File: src/core/glomc_defs.vh
// Constants for the genlock offset and mode control block.
// Assumes an APB master on clk_sys with word-aligned 32-bit registers.
//
// How it works
// Zero phase word gives no sub-pixel delay
// Host keeps line delay within line length
// Host keeps frame delay within frame length
// Offsets only ever delay outputs
// Host forms advance as maximum minus advance
// Fixed two pixel delay on all timing
// One line advance except formats 4,6,8
// Cross-lock skew delays line-based outputs
// Sync refs: offset above 20 advances line
// Blanking refs: above count plus 20 advances
// Host sums all corrections independently
// Reference loss while locked enters hold; code enters hold only once a frame pulse has set vlock_r, else stays locked
// Hold frequency follows crystal drift
// Lock-request high means free run
// Audio clock follows video in free run
// Host sets select pins after power-up
// Format and audio rate select inputs
// Formats 1-51 check lock-request pin at start
// No reference: outputs may use defaults
// Format 62 custom timing until written; code gives defaults (use_defaults) until custom bit 0 is written
// Format 63 waits for reference then follows
// Select pins sampled continuously
// Locked outputs follow reference
// Phase shift step set by clock rate
// Timing delayed by horizontal offset
`ifndef GLOMC_DEFS_VH
`define GLOMC_DEFS_VH

// Register word indices; the APB byte address is four times the index
`define GLOMC_IDX_STATUS    8'h16
`define GLOMC_IDX_LINEDLY   8'h1B
`define GLOMC_IDX_FRAMEDLY  8'h1C
`define GLOMC_IDX_PHASE     8'h1D
`define GLOMC_IDX_SAECOUNT  8'h51
`define GLOMC_IDX_CTRL      8'h60
`define GLOMC_IDX_MODE      8'h61
`define GLOMC_IDX_CUSTOM    8'h62

// Status bit positions
`define GLOMC_ST_REFOK      0
`define GLOMC_ST_HLOCK      2
`define GLOMC_ST_VLOCK      3
`define GLOMC_ST_FLOCK      4

// Control bit positions
`define GLOMC_CT_BLANKREF   0
`define GLOMC_CT_MASKLOCK   1
`define GLOMC_CT_XLOCK      2

// Formats
`define GLOMC_FMT_CUSTOM    6'h3E
`define GLOMC_FMT_FOLLOW    6'h3F
`define GLOMC_FMT_LASTSTD   6'h33

// Fixed corrections
`define GLOMC_FIXED_PIX     16'h0002
`define GLOMC_HTHRESH       16'h0014
`define GLOMC_SAE_DEFAULT   16'h0000

// Timing: reference considered lost after this many ns without a line
`define GLOMC_LOSS_NS       100000
`define GLOMC_CLK_MHZ       40

`endif

File: src/core/glomc_top.v
// Genlock offset and mode control: offset pipe, mode machine, APB registers.
// Assumes ref pins are asynchronous; APB and all logic on clk_sys.
`timescale 1ns/1ps
`include "glomc_defs.vh"

module glomc_top (
	input  wire        clk_sys,          // System / pixel clock
	input  wire        resetn,           // Synchronous reset, active low
	input  wire        clk_en,           // Freezes all state while low
	input  wire        pclk_en,          // Pixel clock strobe, on clk_sys
	input  wire        ref_hsync,        // Reference line pulse (pin)
	input  wire        ref_vsync,        // Reference frame pulse (pin)
	input  wire        ref_fmt_valid,    // Reference format recognised
	input  wire [5:0]  ref_fmt,          // Detected reference format
	input  wire        lock_req_n,       // Lock-request pin, low requests lock
	input  wire [5:0]  output_format_select, // Format select pins
	input  wire [2:0]  audio_rate_select,    // Audio rate select pins
	input  wire [15:0] sae_count_in,     // Sync-to-active-end count of format
	input  wire [9:0]  paddr,            // APB byte address, word aligned
	input  wire        psel,             // APB select
	input  wire        penable,          // APB enable
	input  wire        pwrite,           // APB direction
	input  wire [31:0] pwdata,           // APB write data
	output wire        pready,           // APB ready
	output reg  [31:0] prdata,           // APB read data
	output wire        pslverr,          // APB error
	output reg         out_hsync,        // Delayed line timing
	output reg         out_vsync,        // Delayed frame timing
	output reg  [8:0]  phase_steps,      // Sub-pixel delay steps
	output reg  [1:0]  phase_scale,      // 0:1/512 1:1/256 2:1/128 3:1/64
	output reg  [1:0]  clk_source,       // 0 crystal,1 reference,2 hold
	output reg  [5:0]  active_format,    // Format being generated
	output reg         use_defaults,     // Outputs follow internal defaults
	output reg  [2:0]  audio_rate,       // Active audio rate select
	output reg         audio_lock_video  // Audio dividers track video clock
);

	// Mode states
	localparam [2:0] ST_START  = 3'd0;
	localparam [2:0] ST_FREE   = 3'd1;
	localparam [2:0] ST_LOCK   = 3'd2;
	localparam [2:0] ST_HOLD   = 3'd3;
	localparam [2:0] ST_WAIT   = 3'd4;

	localparam integer LOSS_CYC = (`GLOMC_LOSS_NS * `GLOMC_CLK_MHZ) / 1000;

	// Synchronisers: first stage only feeds second
	reg  [2:0]  hs_s1_r, hs_s2_r;      // hsync, vsync, lock_req_n
	reg         hs_d_r;                // Previous hsync for edge
	reg         vs_d_r;                // Previous vsync for edge
	wire        h_edge = hs_s2_r[0] & ~hs_d_r;
	wire        v_edge = hs_s2_r[1] & ~vs_d_r;
	wire        lockreq = ~hs_s2_r[2];

	// Registers
	reg  [15:0] line_delay_pixels_r;   // Horizontal offset
	reg  [15:0] frame_delay_lines_r;   // Vertical offset
	reg  [15:0] subpixel_phase_shift_r; // Phase word
	reg  [2:0]  ctrl_r;                // Ref type, lock mask, cross-lock
	reg  [1:0]  custom_r;              // Custom timing / clock written
	reg  [2:0]  state_r, state_nxt;    // Mode state
	reg  [17:0] loss_cnt_r;            // Cycles since last line
	reg  [15:0] hcnt_r;                // Pixel count since ref line
	reg         hpend_r;               // Line delay running
	reg  [15:0] vcnt_r;                // Line count since ref frame
	reg         vpend_r;               // Frame delay running
	reg  [1:0]  fix_r;                 // Fixed two pixel pipe
	reg         vlock_r;               // Vertical lock seen

	wire        ref_ok = (loss_cnt_r < LOSS_CYC[17:0]);
	wire [15:0] sae_thr = sae_count_in + `GLOMC_HTHRESH;
	// Horizontal threshold by reference type
	wire [15:0] hthr = ctrl_r[`GLOMC_CT_BLANKREF] ? sae_thr : `GLOMC_HTHRESH;
	// Lock flag dip at exact threshold unless masked
	wire        dip = (line_delay_pixels_r == hthr) & ~ctrl_r[`GLOMC_CT_MASKLOCK]; // see R09
	reg  [5:0]  fmt_s1_r, fmt_s2_r;    // Format select pins, two stages
	reg  [2:0]  asr_s1_r, asr_s2_r;    // Audio rate pins, two stages
	wire [5:0]  fmt = fmt_s2_r;        // Synchronised format select

	// Select pin synchronisers; pins may move at any time, so the mode
	// machine never sees a half-settled code. Left unreset: the reset
	// time fills them, and the start state then sees the real pins.
	always @(posedge clk_sys)
	begin
		if (clk_en)
		begin
			fmt_s1_r <= output_format_select;
			fmt_s2_r <= fmt_s1_r;
			asr_s1_r <= audio_rate_select;
			asr_s2_r <= asr_s1_r;
		end
	end
	wire        no_adv = (fmt == 6'd4) | (fmt == 6'd6) | (fmt == 6'd8);

	// Effective vertical line target, in lines after ref frame
	reg  [15:0] vtarget;
	always @*
	begin
		vtarget = frame_delay_lines_r;
		// Built-in one line advance
		if (!no_adv)
			vtarget = vtarget - 16'h0001;
		// Large line offset advances by one more line
		if (line_delay_pixels_r > hthr)               // see R09
			vtarget = vtarget - 16'h0001;
		// Cross-lock skew modelled as one line of delay
		if (ctrl_r[`GLOMC_CT_XLOCK])
			vtarget = vtarget + 16'h0001;
	end

	// APB: zero wait, no error
	assign pready  = 1'b1;
	assign pslverr = 1'b0;
	wire wr = psel & penable & pwrite & clk_en;
	// Word index; an unaligned address matches no register
	wire [7:0]  widx = (paddr[1:0] == 2'b00) ? paddr[9:2] : 8'hFF;

	// Register writes
	always @(posedge clk_sys)
	begin
		if (!resetn)
		begin
			line_delay_pixels_r    <= 16'h0000;
			frame_delay_lines_r    <= 16'h0000;
			subpixel_phase_shift_r <= 16'h0000;
			ctrl_r                 <= 3'b000;
			custom_r               <= 2'b00;
		end
		else if (wr)
		begin
			case (widx)
				`GLOMC_IDX_LINEDLY:  line_delay_pixels_r <= pwdata[15:0];
				`GLOMC_IDX_FRAMEDLY: frame_delay_lines_r <= pwdata[15:0];
				`GLOMC_IDX_PHASE:    subpixel_phase_shift_r <= pwdata[15:0];
				`GLOMC_IDX_CTRL:     ctrl_r <= pwdata[2:0];
				`GLOMC_IDX_CUSTOM:   custom_r <= custom_r | pwdata[1:0];
				default:             ctrl_r <= ctrl_r;
			endcase
		end
	end

	// Read mux, registered data
	always @(posedge clk_sys)
	begin
		if (!resetn)
			prdata <= 32'h0000_0000;
		else if (clk_en && psel && !penable && !pwrite)
		begin
			case (widx)
				`GLOMC_IDX_STATUS:   prdata <= {27'h000_0000,
					vlock_r & ~dip, vlock_r & ~dip, ref_ok & (state_r == ST_LOCK),
					1'b0, ref_ok};
				`GLOMC_IDX_LINEDLY:  prdata <= {16'h0000, line_delay_pixels_r};
				`GLOMC_IDX_FRAMEDLY: prdata <= {16'h0000, frame_delay_lines_r};
				`GLOMC_IDX_PHASE:    prdata <= {16'h0000, subpixel_phase_shift_r};
				`GLOMC_IDX_SAECOUNT: prdata <= {16'h0000, sae_count_in};
				`GLOMC_IDX_CTRL:     prdata <= {29'h0000_0000, ctrl_r};
				`GLOMC_IDX_MODE:     prdata <= {19'h0_0000, 1'b0, audio_rate, active_format,
					state_r};
				`GLOMC_IDX_CUSTOM:   prdata <= {30'h0000_0000, custom_r};
				default:             prdata <= 32'h0000_0000;
			endcase
		end
	end

	// Pin synchronisers and edge history
	always @(posedge clk_sys)
	begin
		if (!resetn)
		begin
			hs_s1_r <= 3'b100;
			hs_s2_r <= 3'b100;
			hs_d_r  <= 1'b0;
			vs_d_r  <= 1'b0;
		end
		else if (clk_en)
		begin
			hs_s1_r <= {lock_req_n, ref_vsync, ref_hsync};
			hs_s2_r <= hs_s1_r;
			hs_d_r  <= hs_s2_r[0];
			vs_d_r  <= hs_s2_r[1];
		end
	end

	// Reference presence: lines must keep arriving
	always @(posedge clk_sys)
	begin
		if (!resetn)
			loss_cnt_r <= LOSS_CYC[17:0];
		else if (clk_en)
		begin
			if (h_edge)
				loss_cnt_r <= 18'h0_0000;
			else if (loss_cnt_r < LOSS_CYC[17:0])
				loss_cnt_r <= loss_cnt_r + 18'h0_0001;
		end
	end

	// Mode machine
	always @*
	begin
		state_nxt = state_r;
		case (state_r)
			ST_START:
				if (fmt == `GLOMC_FMT_FOLLOW)
					state_nxt = ST_WAIT;
				else if (!lockreq)
					state_nxt = ST_FREE;
				else
					state_nxt = ST_LOCK;
			ST_WAIT:
				if (ref_ok && ref_fmt_valid)
					state_nxt = lockreq ? ST_LOCK : ST_FREE;
			ST_FREE:
				if (lockreq)
					state_nxt = ST_LOCK;
			ST_LOCK:
				if (!lockreq)
					state_nxt = ST_FREE;
				else if (!ref_ok && vlock_r)
					state_nxt = ST_HOLD;
			ST_HOLD:
				if (!lockreq)
					state_nxt = ST_FREE;
				else if (ref_ok)
					state_nxt = ST_LOCK;
			default:
				state_nxt = ST_START;
		endcase
	end

	always @(posedge clk_sys)
	begin
		if (!resetn)
			state_r <= ST_START;
		else if (clk_en)
			state_r <= state_nxt;
	end

	// Mode outputs and live select sampling
	always @(posedge clk_sys)
	begin
		if (!resetn)
		begin
			clk_source       <= 2'd0;
			active_format    <= 6'h00;
			use_defaults     <= 1'b1;
			audio_rate       <= 3'd0;
			audio_lock_video <= 1'b1;
		end
		else if (clk_en)
		begin
			// Crystal in free run, reference when locked, crystal-held in hold
			case (state_r)
				ST_LOCK: clk_source <= 2'd1;
				ST_HOLD: clk_source <= 2'd2;
				default: clk_source <= 2'd0;
			endcase
			audio_lock_video <= 1'b1;
			audio_rate       <= asr_s2_r;             // see R17
			if (fmt == `GLOMC_FMT_FOLLOW)
				active_format <= ref_fmt_valid ? ref_fmt : 6'h00;
			else
				active_format <= fmt;
			// Defaults when locking without reference or custom unwritten
			if (state_r == ST_WAIT)
				use_defaults <= 1'b1;
			else if (fmt == `GLOMC_FMT_CUSTOM)
				use_defaults <= ~custom_r[0];
			else
				use_defaults <= (state_r == ST_LOCK) & ~ref_ok;
		end
	end

	// Horizontal delay: two fixed pixels then offset, never an advance
	always @(posedge clk_sys)
	begin
		if (!resetn)
		begin
			fix_r     <= 2'b00;
			hcnt_r    <= 16'h0000;
			hpend_r   <= 1'b0;
			out_hsync <= 1'b0;
		end
		else if (clk_en && pclk_en)
		begin
			fix_r     <= {fix_r[0], h_edge};
			out_hsync <= 1'b0;
			if (fix_r[1])
			begin
				hcnt_r  <= 16'h0000;
				hpend_r <= 1'b1;
				if (line_delay_pixels_r == 16'h0000)
				begin
					out_hsync <= 1'b1;
					hpend_r   <= 1'b0;
				end
			end
			else if (hpend_r)
			begin
				hcnt_r <= hcnt_r + 16'h0001;
				if (hcnt_r + 16'h0001 == line_delay_pixels_r) // see R04
				begin
					out_hsync <= 1'b1;
					hpend_r   <= 1'b0;
				end
			end
		end
	end

	// Vertical delay in output lines after reference frame
	always @(posedge clk_sys)
	begin
		if (!resetn)
		begin
			vcnt_r    <= 16'h0000;
			vpend_r   <= 1'b0;
			out_vsync <= 1'b0;
			vlock_r   <= 1'b0;
		end
		else if (clk_en)
		begin
			if (v_edge)
			begin
				vcnt_r  <= 16'h0000;
				vpend_r <= 1'b1;
				vlock_r <= ref_ok;
			end
			else if (vpend_r && out_hsync)
			begin
				vcnt_r <= vcnt_r + 16'h0001;
				if (vcnt_r == vtarget)
				begin
					out_vsync <= 1'b1;
					vpend_r   <= 1'b0;
				end
			end
			else if (out_hsync)
				out_vsync <= 1'b0;
			if (!ref_ok && state_r != ST_HOLD)
				vlock_r <= 1'b0;
		end
	end

	// Bit 15 repeats the top step bit inverted; it is not checked
	wire [15:0] pword = subpixel_phase_shift_r; // Phase word alias

	// Phase word decode; zero word gives zero delay
	always @(posedge clk_sys)
	begin
		if (!resetn)
		begin
			phase_steps <= 9'h000;
			phase_scale <= 2'd0;
		end
		else if (clk_en)
		begin
			if (subpixel_phase_shift_r == 16'h0000)
			begin
				phase_steps <= 9'h000;
				phase_scale <= 2'd0;
			end
			else if (pword[12])
			begin
				// Coarser scales split the step bits around a zero gap
				phase_steps <= {3'b000, pword[8:7], pword[3:0]};
				phase_scale <= 2'd3;
			end
			else if (pword[11])
			begin
				phase_steps <= {2'b00, pword[8:6], pword[3:0]};
				phase_scale <= 2'd2;
			end
			else if (pword[10])
			begin
				phase_steps <= {1'b0, pword[8:5], pword[3:0]};
				phase_scale <= 2'd1;
			end
			else
			begin
				phase_steps <= subpixel_phase_shift_r[8:0];
				phase_scale <= 2'd0;
			end
		end
	end

endmodule // glomc_top

File: config.mk
export PLATFORM = sky130hd
export DESIGN_NAME = glomc_top
export DESIGN_NICKNAME = d
export VERILOG_FILES = /design/src/core/glomc_top.v
export VERILOG_INCLUDE_DIRS = /design/src /design/src/core
export SDC_FILE = /design/constraint.sdc
export NUM_CORES = 1
export LEC_CHECK = 0
export ABC_CLOCK_PERIOD_IN_PS = 5200
export BUFFER_PORTS_ARGS = -buffer_cell sky130_fd_sc_hd__buf_2
export CORE_MARGIN = 1
export CORE_UTILIZATION = 50
export CTS_CLUSTER_DIAMETER = 60
export DETAILED_ROUTE_END_ITERATION = 8
export GPL_TIMING_DRIVEN = 0
export PLACE_DENSITY = 0.72
export RECOVER_POWER = 25
export SLEW_MARGIN = 25
export SYNTH_ARGS = -nofsm -noshare
export SYNTH_HDL_FRONTEND = slang
export SYNTH_SLANG_ARGS = --single-unit
File: constraint.sdc
create_clock -name clk_sys -period 5.2 [get_ports clk_sys]
set_input_delay 0 -clock clk_sys [delete_from_list [all_inputs] [get_ports clk_sys]]
set_output_delay 0 -clock clk_sys [all_outputs]
set_load 0.005 [all_outputs]
==> impl_metrics.ini <==
[setup_path]
start_kind = register
ff2ff_setup_slack_ns = 0.25
reg2reg_from = ctrl_r[0]
worst_setup_path_end_kind = register
crit_buf_inv = 1
startpoint = ctrl_r[0]
rr_worst_depth = 19
cp.arrival_ns = 5.27
worstPathCellList = clkbuf_2, nand2_1, ha_1, nand4_2, nor4_4, a21bo_2, a31oi_4, mux2i_1, ha_1, nand2_1, xor2_1, xnor2_2, a21oi_1, a21o_1, a211o_1, a211o_2, a2111o_1, nor4_4, a21oi_1
crit_path_max_fanout = 10
cp.depth = 19
critPathSlowestCell = dfxtp_2
cp_top_family = compound AO/OA/AOI/OAI gates
cp.required_ns = 5.52
crit_type = register to register
slowest_delay_ns = 0.44

[global_routing]
globalRouteTotalUtil = 0.305
grt_pass1_wl_um = 52500
antenna_found_initial = 1
grt_max_degree = 20
grt_pass1_vias = 9831
gr-total-overflow = 0

[timing]
period_needed_ns = 4.95
max_slew.worst_pin.slew_ns = 1.04
fin_setup_tns_ns = 0
maxSlewViolCount = 0
setup_viol = 0
fmax_ghz = 0.202
rsz0062_at_grt = no
worst_slack_ns = 0.247
clock_skew_ns = 0.0140
maxSlewHeadroom = 0.302
hold_viol = 0
period_share = 0.953
hold_ws_ns = 0.106

[routing]
postRouteAntennaNets = 0
first_pass_iters = 8
met3_length_um = 2630
wl_um = 33600
first_iter_violations = 1053
vias = 10500
drc = 0
highest_layer = met4
viasPerCell = 5.86
wl_met1_um = 14300
wl_per_cell_um = 18.8
routed-wl-met2_um = 15600

[placement]
pre_cts_slack_ns = -0.546
io_buffers = 106
dp_hpwl_um = 25100
post_dp_cell_area_um2 = 11800
gp_congestion = 0.965
dp.cells = 1718

[floorplanning]
num_rows = 53
ios = 144
initial_core_util = 0.515
die_height_um = 150
die_area_um2 = 22400
die_w_um = 150
core-area_um2 = 21200

[synthesis]
synth.most_common_cell = nand2_1
muxShareOfSynthArea = 0.0239
synthSimpleGateAreaFrac = 0.253
synth_top_family_by_area = simple AND/OR/NAND/NOR gates
syn_inst = 1320
synth_compound_area_frac = 0.204
syn-cell-area_um2 = 10900
yosysWarnings = 0
synth_cell_types = 92
synth_xor_area_frac = 0.0952
synthAdderAreaFrac = 0.0264
synth_edf_count = 18
synth-seq-area-share = 0.344
synth_common_cells = nand2_1 (184), dfxtp_1 (160), nor2_1 (92)
synthArstFlopShare = 0
yosys.area.top_type_share = 0.294
synth_area_per_cell_um2 = 8.25
synthFlopType = dfxtp_1
synth.ff_latch_count = 178
ys_top_cells_by_area = dfxtp_1 (29%), nand2_1 (6.3%), xnor2_1 (5.4%)
yosysTopAreaCell = dfxtp_1

[clocking]
cts_sinks = 178
clock_latency_ns = 0.45
cts_tree = yes
cts_htree_levels = 4
clockBufferDepth = 2
cts_buffers = 17
cts.clk_slew.worst_paths_ns = 0.08
cts-root-buf = clkbuf_16

[final_layout]
fin_area_um2 = 12900
nFillCells = 1904
nets = 1608
fin_cells = 1789
drive_above_1_share = 0.129
final_core_util = 0.609
syn2layout_area_growth_pct = 18.3
diodes = 0

[pwr]
power_density_nw_per_um2 = 237
p_leak_nw = 4.79
total_power_mw = 3.05
ir_drop_mv = 0.186

[min_path]
holdCritPathClass = input port to register
min_from = ref_fmt_valid
whs_path_depth = 4

[outcome]
status = complete, no violations

[flow_run]
max_cap_viol_count = 0
==> area by class of cell <==
class / count / area, um2 / area share
inverters: 33 / 124 / 0.00962
well taps: 275 / 344 / 0.0267
repair buffers: 146 / 898 / 0.0698
multi-input cells: 1038 / 6710 / 0.521
flip-flops and latches: 178 / 3740 / 0.291
plain buffers: 87 / 447 / 0.0347
clock inverters: 14 / 158 / 0.0122
clock buffers: 18 / 450 / 0.0350
==> registers in the layout (all words and copies together), names as in the netlist, 6 cells and up <==
register / count
active_format: 6
hcnt_r: 16
fmt: 6
prdata: 16
frame_delay_lines_r: 16
phase_steps: 9
line_delay_pixels_r: 16
fmt_s1_r: 6
vcnt_r: 16
loss_cnt_r: 18
pword: 16
==> timing repair <==
item	4_1_cts	5_1_grt
gates resized for setup	4	4
endpoints found under the setup margin	2	2
hold buffers	37	0
hold endpoints to repair	85	0
buffers inserted	0	3
pin swaps	0	2
gates cloned	0	0
==> tightest hold or removal path: cells and delay by family <==
family          cells  cell delay (ns)
buf+inv             1             0.19
compound gates      2             0.20
simple gates        1             0.13
==> power breakdown <==
part	switching (mW)	internal [mW]	total [mW]	leakage, nW
logic	0.153	0.114	0.268	3.02
clock network	0.641	0.715	1.36	0.302
registers	0.0180	1.41	1.43	1.47
==> logic make-up (layout without fill, tap and decap cells) <==
group,after synthesis,in the layout
compound gates,313,313
other cells,2,19
simple gates,542,542
buf+inv,121,298
flops,178,178
mux,26,26
xor+xnor,115,115
fa+ha+maj,23,23
==> cell usage in the layout (no fill, tap or decap), drive strengths merged, types with 30 or more instances in the layout <==
master,n
buf,117
inv,42
and2,30
nor2,92
xnor2,69
clkbuf,97
o21ai,49
nand2,185
dlygate4sd3,37
dfxtp,160
xor2,45
nor3,30
a21boi,59
nor2b,54
a21oi,68
==> routing by layer <==
metal,up-vias,GRT usage
li1,5024,-
met2,434,0.497
met3,81,0.0494
met5,-,0
met4,0,0.131
met1,4942,0.396
==> final timing paths <==
path | end
max reg2reg | vpend_r
max | vpend_r
min | active_format[1]
min reg2reg | fmt[2]
Note: power is estimated with default switching activity, not from simulation.
